`config.mk`:
```
export PLATFORM = sky130hd
export DESIGN_NAME = acr_cfg_regs
export DESIGN_NICKNAME = d
export VERILOG_FILES = /design/src/core/acr_pkg.sv /design/src/core/acr_cfg_regs.sv /design/src/core/acr_store_ctrl.sv
export SDC_FILE = /design/constraint.sdc
export NUM_CORES = 1
export LEC_CHECK = 0
export BUFFER_PORTS_ARGS = -buffer_cell sky130_fd_sc_hd__buf_2
export CORE_ASPECT_RATIO = 0.75
export CORE_MARGIN = 4
export CORE_UTILIZATION = 30
export CTS_BUF_LIST = sky130_fd_sc_hd__clkbuf_8
export DETAILED_ROUTE_END_ITERATION = 10
export HOLD_SLACK_MARGIN = 0.08
export PLACE_DENSITY_LB_ADDON = 0.12
export SKIP_LAST_GASP = 1
export SLEW_MARGIN = 20
export SYNTH_ARGS = -nofsm -noshare
export SYNTH_HDL_FRONTEND = slang
export SYNTH_HIERARCHICAL = 1
export SYNTH_SLANG_ARGS = --single-unit
```
`constraint.sdc`:
```
create_clock -name clk_i -period 5.8 [get_ports clk_i]
set_input_delay 1.45 -clock clk_i [delete_from_list [all_inputs] [get_ports clk_i]]
set_output_delay 1.45 -clock clk_i [all_outputs]
set_load 0.02 [all_outputs]
```
`src/core/acr_pkg.sv`:
```
package acr_pkg;

    // clock and timing
    localparam int unsigned CLK_HZ = 40_000_000;
    localparam int unsigned MS_PER_S = 1000;
    localparam int unsigned CYC_PER_MS = CLK_HZ / MS_PER_S;
    localparam int unsigned HOLD_MS_1 = 512;
    localparam int unsigned HOLD_MS_2 = 1024;
    localparam int unsigned HOLD_MS_3 = 2048;
    localparam logic [4:0] NVM_LOAD_CYCLES = 5'h08;
    localparam logic [4:0] NVM_PROG_CYCLES = 5'h10;
    localparam logic [3:0] NVM_WRITES = 4'hF;

    // register indices, byte address is four times the index
    localparam logic [7:0] IDX_ORIENT = 8'h2D;
    localparam logic [7:0] IDX_LEVEL = 8'h2E;
    localparam logic [7:0] IDX_HOLD = 8'h2F;
    localparam logic [7:0] IDX_SELFTEST = 8'h32;
    localparam logic [7:0] IDX_STORE = 8'h33;
    localparam logic [7:0] IDX_SOFTRST = 8'h3E;

    // reset values and writable bits
    localparam logic [7:0] RST_ORIENT = 8'h48;
    localparam logic [7:0] RST_LEVEL = 8'h08;
    localparam logic [7:0] RST_HOLD = 8'h11;
    localparam logic [7:0] RST_SELFTEST = 8'h00;
    localparam logic [7:0] WMASK_ORIENT = 8'h7F;
    localparam logic [7:0] WMASK_LEVEL = 8'h3F;
    localparam logic [7:0] WMASK_HOLD = 8'h37;
    localparam logic [7:0] WMASK_SELFTEST = 8'h17;

    // field positions
    localparam int unsigned UD_EN_BIT = 6;
    localparam int unsigned HOLD_LSB = 4;
    localparam int unsigned ST_AMP_BIT = 4;
    localparam int unsigned ST_SIGN_BIT = 2;
    localparam int unsigned UNLOCK_BIT = 0;
    localparam int unsigned PROG_BIT = 1;
    localparam int unsigned RDY_BIT = 2;
    localparam int unsigned LOAD_BIT = 3;
    localparam int unsigned REMAIN_LSB = 4;
    localparam int unsigned SOFTRST_BIT = 0;

    // configuration image held in registers and in the store
    typedef struct packed {
        logic [7:0] orient;
        logic [7:0] level;
        logic [7:0] hold;
        logic [7:0] selftest;
    } acr_cfg_t;

    localparam acr_cfg_t CFG_DEFAULT = '{RST_ORIENT, RST_LEVEL, RST_HOLD, RST_SELFTEST};

    // classic wishbone request and answer
    typedef struct packed {
        logic cyc;
        logic stb;
        logic we;
        logic [9:0] adr;
        logic [3:0] sel;
        logic [31:0] dat;
    } acr_wb_req_t;

    typedef struct packed {
        logic ack;
        logic [31:0] dat;
    } acr_wb_rsp_t;

    // self-test controls towards the sensing front end
    typedef struct packed {
        logic amp_high;
        logic positive;
        logic [1:0] axis;
        logic [2:0] valid;
    } acr_st_t;

    typedef enum logic [1:0] {
        NVM_IDLE,
        NVM_LOAD,
        NVM_PROG
    } acr_nvm_state_t;

endpackage

```
`src/core/acr_cfg_regs.sv`:
```
module acr_cfg_regs #(
    parameter int unsigned MS_CYCLES = acr_pkg::CYC_PER_MS
) (
    // clock and reset
    input wire logic clk_i,
    input wire logic rst_i,
    // wishbone slave
    input wire acr_pkg::acr_wb_req_t wb_i,
    output acr_pkg::acr_wb_rsp_t wb_o,
    // orientation and level detection
    input wire logic updown_i,
    input wire logic [7:0] level_measure_i,
    output logic orient_irq_o,
    output logic level_irq_o,
    output logic level_flat_o,
    output logic [5:0] orient_block_angle_o,
    output logic [5:0] level_angle_o,
    // self-test
    output acr_pkg::acr_st_t st_o
);

    typedef struct packed {
        acr_pkg::acr_cfg_t cfg;
        logic unlock;
        logic ack;
        logic [31:0] rdat;
        logic ud_prev;
        logic orient_irq;
        logic flat;
        logic shown;
        logic [26:0] hold_cnt;
        logic level_irq;
        logic prog_pls;
        logic load_pls;
        logic soft_pls;
    } acr_regs_state_t;

    acr_regs_state_t s_r;
    acr_regs_state_t s_nxt;
    acr_pkg::acr_cfg_t nvm_image;
    logic nvm_done;
    logic nvm_ready;
    logic nvm_loading;
    logic [3:0] nvm_remain;
    logic req;
    logic [7:0] idx;
    logic [26:0] hold_lim;
    logic [8:0] thr;
    logic [8:0] band;

    // hold time in clock cycles for a two-bit code
    function automatic logic [26:0] hold_cycles(input logic [1:0] code);
        logic [26:0] c;
        c = 27'h000_0000;
        unique case (code)
            2'b00: c = 27'h000_0000;
            2'b01: c = 27'(acr_pkg::HOLD_MS_1 * MS_CYCLES);
            2'b10: c = 27'(acr_pkg::HOLD_MS_2 * MS_CYCLES);
            2'b11: c = 27'(acr_pkg::HOLD_MS_3 * MS_CYCLES);
        endcase
        return c;
    endfunction

    // index decode used only by the unmapped-read check
    function automatic logic is_mapped(input logic [7:0] i);
        return (i == acr_pkg::IDX_ORIENT) || (i == acr_pkg::IDX_LEVEL) || (i == acr_pkg::IDX_HOLD) ||
               (i == acr_pkg::IDX_SELFTEST) || (i == acr_pkg::IDX_STORE) || (i == acr_pkg::IDX_SOFTRST);
    endfunction

    // read value of one register; unmapped and write-only bits read zero
    function automatic logic [7:0] read_byte(input logic [7:0] i, input acr_pkg::acr_cfg_t c,
                                             input logic unl, input logic [3:0] rem,
                                             input logic ldg, input logic rdy);
        logic [7:0] v;
        v = 8'h00;
        case (i)
            acr_pkg::IDX_ORIENT: v = c.orient;
            acr_pkg::IDX_LEVEL: v = c.level;
            acr_pkg::IDX_HOLD: v = c.hold;
            acr_pkg::IDX_SELFTEST: v = c.selftest;
            // program bit reads zero, load bit shows reload in progress
            acr_pkg::IDX_STORE: v = {rem, ldg, rdy, 1'b0, unl};
            default: v = 8'h00;
        endcase
        return v;
    endfunction

    assign req = wb_i.cyc & wb_i.stb;
    assign idx = wb_i.adr[9:2];
    assign hold_lim = hold_cycles(s_r.cfg.hold[acr_pkg::HOLD_LSB +: 2]);
    // threshold and upper edge two hysteresis steps above it
    assign thr = {3'b000, s_r.cfg.level[5:0]};
    assign band = thr + {5'b0_0000, s_r.cfg.hold[2:0], 1'b0};

    // next state of the whole register file
    always_comb
    begin
        s_nxt = s_r;
        s_nxt.prog_pls = 1'b0;
        s_nxt.load_pls = 1'b0;
        s_nxt.soft_pls = 1'b0;
        s_nxt.orient_irq = 1'b0;
        s_nxt.level_irq = 1'b0;

        // answer one cycle after the request, data captured with the ack
        s_nxt.ack = req & ~s_r.ack;
        if (req && !s_r.ack)
        begin
            s_nxt.rdat = {24'h00_0000, read_byte(idx, s_r.cfg, s_r.unlock, nvm_remain, nvm_loading, nvm_ready)};
        end

        // writes take effect on the edge where ack is high; only lane 0 carries data
        if (req && s_r.ack && wb_i.we && wb_i.sel[0])
        begin
            case (idx)
                // enable bit and blocking angle stored here
                acr_pkg::IDX_ORIENT: s_nxt.cfg.orient = wb_i.dat[7:0] & acr_pkg::WMASK_ORIENT;
                acr_pkg::IDX_LEVEL: s_nxt.cfg.level = wb_i.dat[7:0] & acr_pkg::WMASK_LEVEL;
                acr_pkg::IDX_HOLD: s_nxt.cfg.hold = wb_i.dat[7:0] & acr_pkg::WMASK_HOLD;
                acr_pkg::IDX_SELFTEST: s_nxt.cfg.selftest = wb_i.dat[7:0] & acr_pkg::WMASK_SELFTEST;
                acr_pkg::IDX_STORE:
                begin
                    // unlock level kept in the register
                    s_nxt.unlock = wb_i.dat[acr_pkg::UNLOCK_BIT];
                    s_nxt.prog_pls = wb_i.dat[acr_pkg::PROG_BIT];
                    s_nxt.load_pls = wb_i.dat[acr_pkg::LOAD_BIT];
                end
                acr_pkg::IDX_SOFTRST: s_nxt.soft_pls = wb_i.dat[acr_pkg::SOFTRST_BIT];
                default:
                begin
                end
            endcase
        end

        // finished reload overrides every configuration register
        if (nvm_done)
        begin
            s_nxt.cfg = nvm_image;
        end

        // soft reset returns defaults, then the store reload refills them
        if (s_r.soft_pls)
        begin
            s_nxt.cfg = acr_pkg::CFG_DEFAULT;
            s_nxt.unlock = 1'b0;
        end

        // up/down change raises a pulse only when enabled
        s_nxt.ud_prev = updown_i;
        if ((updown_i != s_r.ud_prev) && s_r.cfg.orient[acr_pkg::UD_EN_BIT])
        begin
            s_nxt.orient_irq = 1'b1;
        end

        // enter below the threshold, leave above the band; zero field drops the band entirely
        if (s_r.flat)
        begin
            s_nxt.flat = (s_r.cfg.hold[2:0] == 3'b000) ? ({1'b0, level_measure_i} < thr) :
                         !({1'b0, level_measure_i} > band);
        end
        else
        begin
            s_nxt.flat = ({1'b0, level_measure_i} < thr);
        end

        // report a new flat state once it has held for the hold time
        if (s_nxt.flat != s_r.flat)
        begin
            s_nxt.hold_cnt = 27'h000_0000;
        end
        else if (s_r.flat != s_r.shown)
        begin
            if (s_r.hold_cnt >= hold_lim)
            begin
                s_nxt.shown = s_r.flat;
                s_nxt.level_irq = 1'b1;
                s_nxt.hold_cnt = 27'h000_0000;
            end
            else
            begin
                s_nxt.hold_cnt = s_r.hold_cnt + 27'h000_0001;
            end
        end
    end

    // state register
    always_ff @(posedge clk_i)
    begin
        if (rst_i)
        begin
            s_r <= '{acr_pkg::CFG_DEFAULT, 1'b0, 1'b0, 32'h0000_0000, 1'b0, 1'b0, 1'b0, 1'b0,
                     27'h000_0000, 1'b0, 1'b0, 1'b0, 1'b0};
        end
        else
        begin
            s_r <= s_nxt;
        end
    end

    // store controller; it qualifies program and load triggers itself, but a soft reset restarts it even while busy
    acr_store_ctrl u_store (
        .clk_i(clk_i),
        .rst_i(rst_i),
        .soft_i(s_r.soft_pls),
        .load_i(s_r.load_pls),
        .prog_i(s_r.prog_pls),
        .unlock_i(s_r.unlock),
        .cfg_i(s_r.cfg),
        .image_o(nvm_image),
        .load_done_o(nvm_done),
        .ready_o(nvm_ready),
        .loading_o(nvm_loading),
        .remain_o(nvm_remain)
    );

    // bus and detection outputs, all from registers
    assign wb_o.ack = s_r.ack;
    assign wb_o.dat = s_r.rdat;
    assign orient_irq_o = s_r.orient_irq;
    assign level_irq_o = s_r.level_irq;
    assign level_flat_o = s_r.shown;
    assign orient_block_angle_o = s_r.cfg.orient[5:0];
    assign level_angle_o = s_r.cfg.level[5:0];

    // self-test controls straight from the register
    assign st_o.amp_high = s_r.cfg.selftest[acr_pkg::ST_AMP_BIT];
    assign st_o.positive = s_r.cfg.selftest[acr_pkg::ST_SIGN_BIT];
    assign st_o.axis = s_r.cfg.selftest[1:0];
    // all axes valid when idle, else only the axis under test
    assign st_o.valid = (s_r.cfg.selftest[1:0] == 2'b00) ? 3'b111 :
                        3'(3'b001 << (s_r.cfg.selftest[1:0] - 2'b01));
endmodule

```
`src/core/acr_store_ctrl.sv`:
```
module acr_store_ctrl (
    // clock and reset
    input wire logic clk_i,
    input wire logic rst_i,
    // triggers from the register file
    input wire logic soft_i,
    input wire logic load_i,
    input wire logic prog_i,
    input wire logic unlock_i,
    input wire acr_pkg::acr_cfg_t cfg_i,
    // store state
    output acr_pkg::acr_cfg_t image_o,
    output logic load_done_o,
    output logic ready_o,
    output logic loading_o,
    output logic [3:0] remain_o
);

    typedef struct packed {
        acr_pkg::acr_nvm_state_t st;
        logic [4:0] cnt;
        acr_pkg::acr_cfg_t image;
        acr_pkg::acr_cfg_t pend;
        logic [3:0] remain;
        logic done;
    } acr_store_state_t;

    acr_store_state_t s_r;
    acr_store_state_t s_nxt;
    logic accept;

    assign accept = (s_r.st == acr_pkg::NVM_IDLE) && prog_i && unlock_i && (s_r.remain != 4'h0);

    // store sequencer; power-on starts with a load so registers come up from the image
    always_comb
    begin
        s_nxt = s_r;
        s_nxt.done = 1'b0;
        unique case (s_r.st)
            acr_pkg::NVM_IDLE:
            begin
                if (accept)
                begin
                    s_nxt.st = acr_pkg::NVM_PROG;
                    s_nxt.cnt = 5'h00;
                    s_nxt.pend = cfg_i;
                    s_nxt.remain = s_r.remain - 4'h1;
                end
                else if (load_i)
                begin
                    s_nxt.st = acr_pkg::NVM_LOAD;
                    s_nxt.cnt = 5'h00;
                end
            end
            acr_pkg::NVM_LOAD:
            begin
                if (s_r.cnt == acr_pkg::NVM_LOAD_CYCLES - 5'h01)
                begin
                    s_nxt.st = acr_pkg::NVM_IDLE;
                    s_nxt.done = 1'b1;
                end
                else
                begin
                    s_nxt.cnt = s_r.cnt + 5'h01;
                end
            end
            acr_pkg::NVM_PROG:
            begin
                if (s_r.cnt == acr_pkg::NVM_PROG_CYCLES - 5'h01)
                begin
                    s_nxt.st = acr_pkg::NVM_IDLE;
                    s_nxt.image = s_r.pend;
                end
                else
                begin
                    s_nxt.cnt = s_r.cnt + 5'h01;
                end
            end
        endcase
        // soft reset restarts a load; a program cut short keeps the old image
        if (soft_i)
        begin
            s_nxt.st = acr_pkg::NVM_LOAD;
            s_nxt.cnt = 5'h00;
        end
    end

    // state register; the image is reset only here, emulating factory contents at power-on
    always_ff @(posedge clk_i)
    begin
        if (rst_i)
        begin
            s_r <= '{acr_pkg::NVM_LOAD, 5'h00, acr_pkg::CFG_DEFAULT, acr_pkg::CFG_DEFAULT,
                     acr_pkg::NVM_WRITES, 1'b0};
        end
        else
        begin
            s_r <= s_nxt;
        end
    end

    assign ready_o = (s_r.st == acr_pkg::NVM_IDLE);
    assign loading_o = (s_r.st == acr_pkg::NVM_LOAD);
    assign image_o = s_r.image;
    assign load_done_o = s_r.done;
    assign remain_o = s_r.remain;
endmodule

```
Word level (Yosys, flattened, before mapping)

Cells that the tools add are included.

Input port bits: 60
Register bits after elaboration: 153
Output and inout port bits: 55
Word-level logic and storage cells: 126

Equal/unequal tests: 21
Bitwise operators: 9
Mux-type cells: 23
Add/subtract/negate cells: 5
Shifts and indexed selects: 1
Reduce and logical (&&, ||, !) cells: 36
Magnitude comparators: 3

Operators with widths:

| operator                                                               | number |
|---|---|
| 27-bit one-hot mux with 4 select lines                                 | 1 |
| 8-bit by 6-bit equality test with 1-bit output (second input constant) | 6 |
| 8-bit one-hot mux with 5 select lines                                  | 1 |
| 33-bit 2-to-1 mux                                                      | 1 |
| 32-bit 2-to-1 mux                                                      | 1 |
| 8-bit 2-to-1 mux                                                       | 4 |
| 27-bit by 1-bit adder with 27-bit output (second input constant)       | 1 |
| 27-bit >= comparator                                                   | 1 |
| 27-bit 2-to-1 mux                                                      | 1 |
| 7-bit one-hot mux with 3 select lines                                  | 1 |
| 7-bit 2-to-1 mux                                                       | 2 |
| 2-bit AND reduction                                                    | 7 |
| 5-bit 2-to-1 mux                                                       | 2 |
| 2-bit nonzero test                                                     | 5 |
| 3-bit AND reduction                                                    | 3 |
| 3-bit OR reduction                                                     | 3 |
| 8-bit by 7-bit > comparator with 1-bit output                          | 1 |
| 1-bit logical AND                                                      | 8 |
| 8-bit by 6-bit less-than comparator with 1-bit output                  | 1 |
| 6-bit by 4-bit adder with 7-bit output                                 | 1 |
| 1-bit inverter                                                         | 7 |
| 2-bit equality test (second input constant)                            | 3 |
| 2-bit zero test                                                        | 3 |
| 1-bit 2-to-1 mux                                                       | 6 |
| other kinds (18)                                                       | 28 |

Logic depth before layout (Yosys ltp)

Depth after elaboration: 8
Depth in mapped cells: 14

By module

The synthesis kept the hierarchy.

Modules (own cells, without submodules):

| module         | area each (µm²) | instances | seq. area each (µm²) | cells an instance |
|---|---|---|---|---|
| acr_cfg_regs   | 4,735.8         | 1         | 1,541.5              | 548 |
| acr_store_ctrl | 3,204.3         | 1         | 1,521.5              | 395 |

Least setup slack after synthesis

Ideal clock, no wire load.

Path kind: input-to-reg
Start: input level_measure_i[5]
End: register s_r[11] (netlist bit)
Arrival time: 3,132 ps
Path buffers: 2
Required time: 5,685 ps
Stages: 9
Slack: 2,554 ps
Path through: ha_1 > a2111oi_0 > o21a_1 > o31a_1 > mux2_2 > nand4bb_1 > buf_6 > buf_12 > nor2_1

Longest elaborated chain between the ends: 6
Elaborated cells on any way between the ends: 7
Classes of those cells: order compare (2); eq/ne (1); mux (2); reduce/logical (2)

RTL lines:

| what                                          | RTL line            | RTL |
|---|---|---|
| start, declared                               | acr_cfg_regs.sv:12  | `input wire logic [7:0] level_measure_i,` |
| 8-bit by 7-bit > comparator with 1-bit output | acr_cfg_regs.sv:159 | `!({1'b0, level_measure_i} > band);` |
| 1-bit zero test                               | acr_cfg_regs.sv:159 |  |
| 1-bit 2-to-1 mux                              | acr_cfg_regs.sv:158 | `s_nxt.flat = (s_r.cfg.hold[2:0] == 3'b000) ? ({1'b0, level_measure_i} < thr) :` |
| 1-bit 2-to-1 mux (*)                          | acr_cfg_regs.sv:156 | `if (s_r.flat)` |
| 1-bit != test (*)                             | acr_cfg_regs.sv:167 | `if (s_nxt.flat != s_r.flat)` |
| 2-bit OR reduction (no source line) (*)       | --                  |  |
| end signal, assigned                          | acr_cfg_regs.sv:191 | `s_r <= '{acr_pkg::CFG_DEFAULT, 1'b0, 1'b0, 32'h0000_0000, 1'b0, 1'b0, 1'b0, 1'b0,` |
| end signal, assigned                          | acr_cfg_regs.sv:196 | `s_r <= s_nxt;` |
| end, declared                                 | acr_cfg_regs.sv:38  | `acr_regs_state_t s_r;` |

Every way passes the cells marked *; elsewhere a longest branch is shown, timed or not.
A chain may end at the register's enable or synchronous reset.

Worst setup path in the final report

Start: input wb_i[45] (netlist bit)
End: register s_r, in the netlist orient_block_angle_o[3]

Longest elaborated chain between the ends: 3

RTL lines:

| what                                           | RTL line            | RTL |
|---|---|---|
| start, declared                                | acr_cfg_regs.sv:8   | `input wire acr_pkg::acr_wb_req_t wb_i,` |
| 8-bit by 6-bit equality test with 1-bit output | acr_cfg_regs.sv:115 | `case (idx)` |
| 2-bit nonzero test (no source line)            | --                  |  |
| 2-bit AND reduction (no source line)           | --                  |  |

Every way passes these cells.

==> results.json <==
{
  "status": "finished clean",
  "max-clock-path-buffers": 2,
  "placed_cells": 1252,
  "viasPerCell": 4.69,
  "crit_slowest_cell": "nor4b_2",
  "syn_avg_cell_area_um2": 8.42,
  "path_cells": "buf_2 > nor3b_2 > nand4b_1 > nor4b_2 > buf_4 > mux2_2 > mux2i_1 > nand2_1",
  "core_area_um2": 26000,
  "syn_area_um2": 7940,
  "cp-end-kind": "flop",
  "htreeDepth": 4,
  "cts_tree": "done",
  "timing.final.crit_share_pct": 60.8,
  "cp_max_fo": 11,
  "ios": 115,
  "postCtsResizedCells": 0,
  "placementRows": 51,
  "syn2layout_area_growth_pct": 5.12,
  "slowest_delay_ns": 0.73,
  "post-cts-setup-buffer-count": 0,
  "setup_viol": 0,
  "syn_inst": 943,
  "combPwrFrac_pct": 8.7,
  "cts_buffers": 17,
  "gp_congestion": 0.789,
  "p_sw_mw": 0.551,
  "final_cells": 1283,
  "fp.dieH_um": 149,
  "synth_cell_types": 66,
  "wl_met2_mm": 8.01,
  "setup_slack_ns": 2.28,
  "initial_utilization_pct": 30.5,
  "first_global_vias": 5513,
  "worst_pin_slew_ns": 1.14,
  "start_kind": "input pin",
  "hold_class": "reg -> reg",
  "met3_length_um": 983,
  "clkLatencyLatePin_ns": 0.46,
  "port-buffer-count": 60,
  "critical_path.top_delay_family": "simple AND/OR/NAND/NOR gates",
  "drt_iter0_drc": 430,
  "synth_edf_count": 0,
  "pre_cts_ws_ns": 1.85,
  "wl_met1_mm": 11.8,
  "swShare_pct": 26.7,
  "wl_per_cell_um": 16.3,
  "die_w_um": 196,
  "yosysWarnings": 6,
  "cts.sinks": 153,
  "totalWireLength_mm": 21.0,
  "p_leak_nw": 3.28,
  "clk_pin_slew_ns": 0.09,
  "arrival_ns": 3.82,
  "routed-via-count": 6019,
  "finalHoldViolations": 0,
  "final-max-slew-violation-count": 0,
  "ctsRootBufferMaster": "clkbuf_8",
  "critPathBufInv": 2,
  "grt_start_max_net_pins": 48,
  "p_clk_share_pct": 39.0,
  "ys.flop_type": "dfxtp_1",
  "powerDensity_nw_per_um2": 248,
  "grt_remaining_overflow": 0,
  "drtPass1Iterations": 4,
  "nets": 1029,
  "grt_antenna_before_repair": 1,
  "die_area_um2": 29200,
  "slew-limit-headroom_pct": 23.7,
  "yosysSeqAreaShare_pct": 38.6,
  "holdBufCountCts": 0,
  "rsz0062_at_grt": "false",
  "top_layer": "met5",
  "grt_pass1_wl_mm": 32.5,
  "cap_violations": 0,
  "fmax_mhz": 284,
  "tns_ns": 0,
  "pwr-share-seq_pct": 52.3,
  "rrSetupSlack_ns": 2.55,
  "cp.required_ns": 6.10,
  "vdd_drop_max_uv": 130,
  "crit_type": "in -> reg",
  "drt.antenna.violating_nets": 0,
  "synth-seq-cells": 153,
  "internal_power_mw": 1.52,
  "whs_ns": 0.443,
  "drc": 0,
  "drive_gt1_share_pct": 14.2,
  "dp_hpwl_mm": 14.5,
  "min_period_ns": 3.52,
  "grt_usage_pct": 14.3,
  "skew_ns": 0.0171,
  "synthArstFlopShare_pct": 0
}
-- cells by family (layout without fill, tap and decap cells) --
kind of cell	Yosys count	in the layout	share of synthesized area (%)
AND/OR/NAND/NOR	365	365	21.7
other	1	25	0.0472
adder cells (fa/ha/maj)	42	42	6.71
multiplexers	31	31	4.13
buffers and inverters	160	132	12.5
flip-flops	153	153	38.6
XOR/XNOR	33	33	3.73
AO/OA/AOI/OAI	158	158	12.7
-- state kept, by name, summed over array words and instances, names as in the netlist --
signal,flops
st_o,4
orient_block_angle_o,6
wb_o,9
level_irq_o,1
level_angle_o,6
u_store/image_o,32
s_r,49
u_store/load_done_o,1
level_flat_o,1
u_store/s_r,39
u_store/remain_o,4
orient_irq_o,1
-- layout by cell type, fill, tap and decap left out, types with 4 or more instances in the layout --
master	count
inv_1	33
nor3_1	7
conb_1	24
a221oi_1	7
a211oi_1	19
a21oi_1	79
xor2_1	20
and3_1	6
mux2_2	14
nand4b_1	4
a22oi_1	8
ha_1	41
clkbuf_8	18
or3_1	4
nand4_1	9
o21ai_0	11
mux2i_1	17
nand3_1	34
dfxtp_1	153
xnor2_1	12
nand3b_1	11
nand2_1	171
nor2_1	72
nor4_1	6
nand2b_1	4
o211a_1	7
buf_4	10
o21a_1	5
nor2b_1	9
buf_2	60
-- layer usage --
metal	up-vias	global-route usage, %
li1	3074	-
met2	116	18.6
met4	2	3.14
met5	-	0
met3	12	3.05
met1	2815	23.3
-- layout make-up --
type	count	area, um2
fill	2787	17700
multi-input combinational	653	3980
sequential	153	3060
tap	344	430
timing repair buffer	70	375
clock buffer	18	248
clock inverter	12	128
inverter	32	120
antenna	1	2.50
-- power groups by stage --
stage,combinational [mW],sequential (mW),clock (mW)
4_1_cts,0.182,1.08,0.840
3_3_place_gp,0.181,1.10,0
3_5_place_dp,0.181,1.11,0
5_1_grt,0.202,1.08,0.885
6_report,0.180,1.08,0.807
2_1_floorplan,0.145,1.10,0
-- per-stage QoR --
step | power [mW] | util (%) | area [um2]
2_1_floorplan | 1.25 | - | 8030
3_3_place_gp | 1.29 | 30.6 | 7970
3_5_place_dp | 1.29 | 30.6 | 7970
4_1_cts | 2.10 | 32.1 | 8340
5_1_grt | 2.17 | 32.1 | 8340
6_report | 2.07 | 32.1 | 8350
-- final timing paths --
check                  start                       to  depth (start not counted)
max                 wb_i[45]  orient_block_angle_o[3]                          8
min          u_store/s_r[16]      u_store/image_o[11]                          2
max reg2reg          s_r[77]                  s_r[22]                         13
min reg2reg  u_store/s_r[16]      u_store/image_o[11]                          2
-- cells in the mapped netlist (3+ instances only) --
cell type	instances	area, um2
nand2_1	171	642
and3_1	6	37.5
a21oi_1	79	395
ha_1	41	513
or3_1	4	25.0
nand4b_1	4	35.0
o21a_1	5	37.5
a22oi_1	8	60.1
xnor2_1	12	105
nor4_1	6	37.5
and2_1	3	18.8
nor3_1	7	35.0
mux2i_1	17	170
xor2_1	20	175
nand3b_1	11	82.6
inv_1	32	120
buf_6	4	45.0
or2_2	3	18.8
buf_1	3	11.3
o211a_1	7	70.1
a211oi_1	19	143
and4_2	3	30.0
mux2_2	14	158
buf_4	85	638
buf_2	6	30.0
nor2_1	72	270
nor3b_1	3	22.5
clkbuf_1	28	105
dfxtp_1	153	3060
nand3_1	34	170
a221oi_1	7	61.3
o211ai_1	3	22.5
a21o_1	3	22.5
o21ai_0	12	60.1
nand4_1	9	56.3
nand2b_1	4	25.0
nor2b_1	9	56.3
-- worst reg2reg max path: cells and delay by family (launching register included) --
kind	cells	cell delay (ns)
simple gates	4	0.48
buf+inv	2	0.31
compound gates	3	0.89
xor+xnor	1	0.16
flops	1	0.46
fa+ha+maj	3	0.89
(Power assumes the default switching activity.)
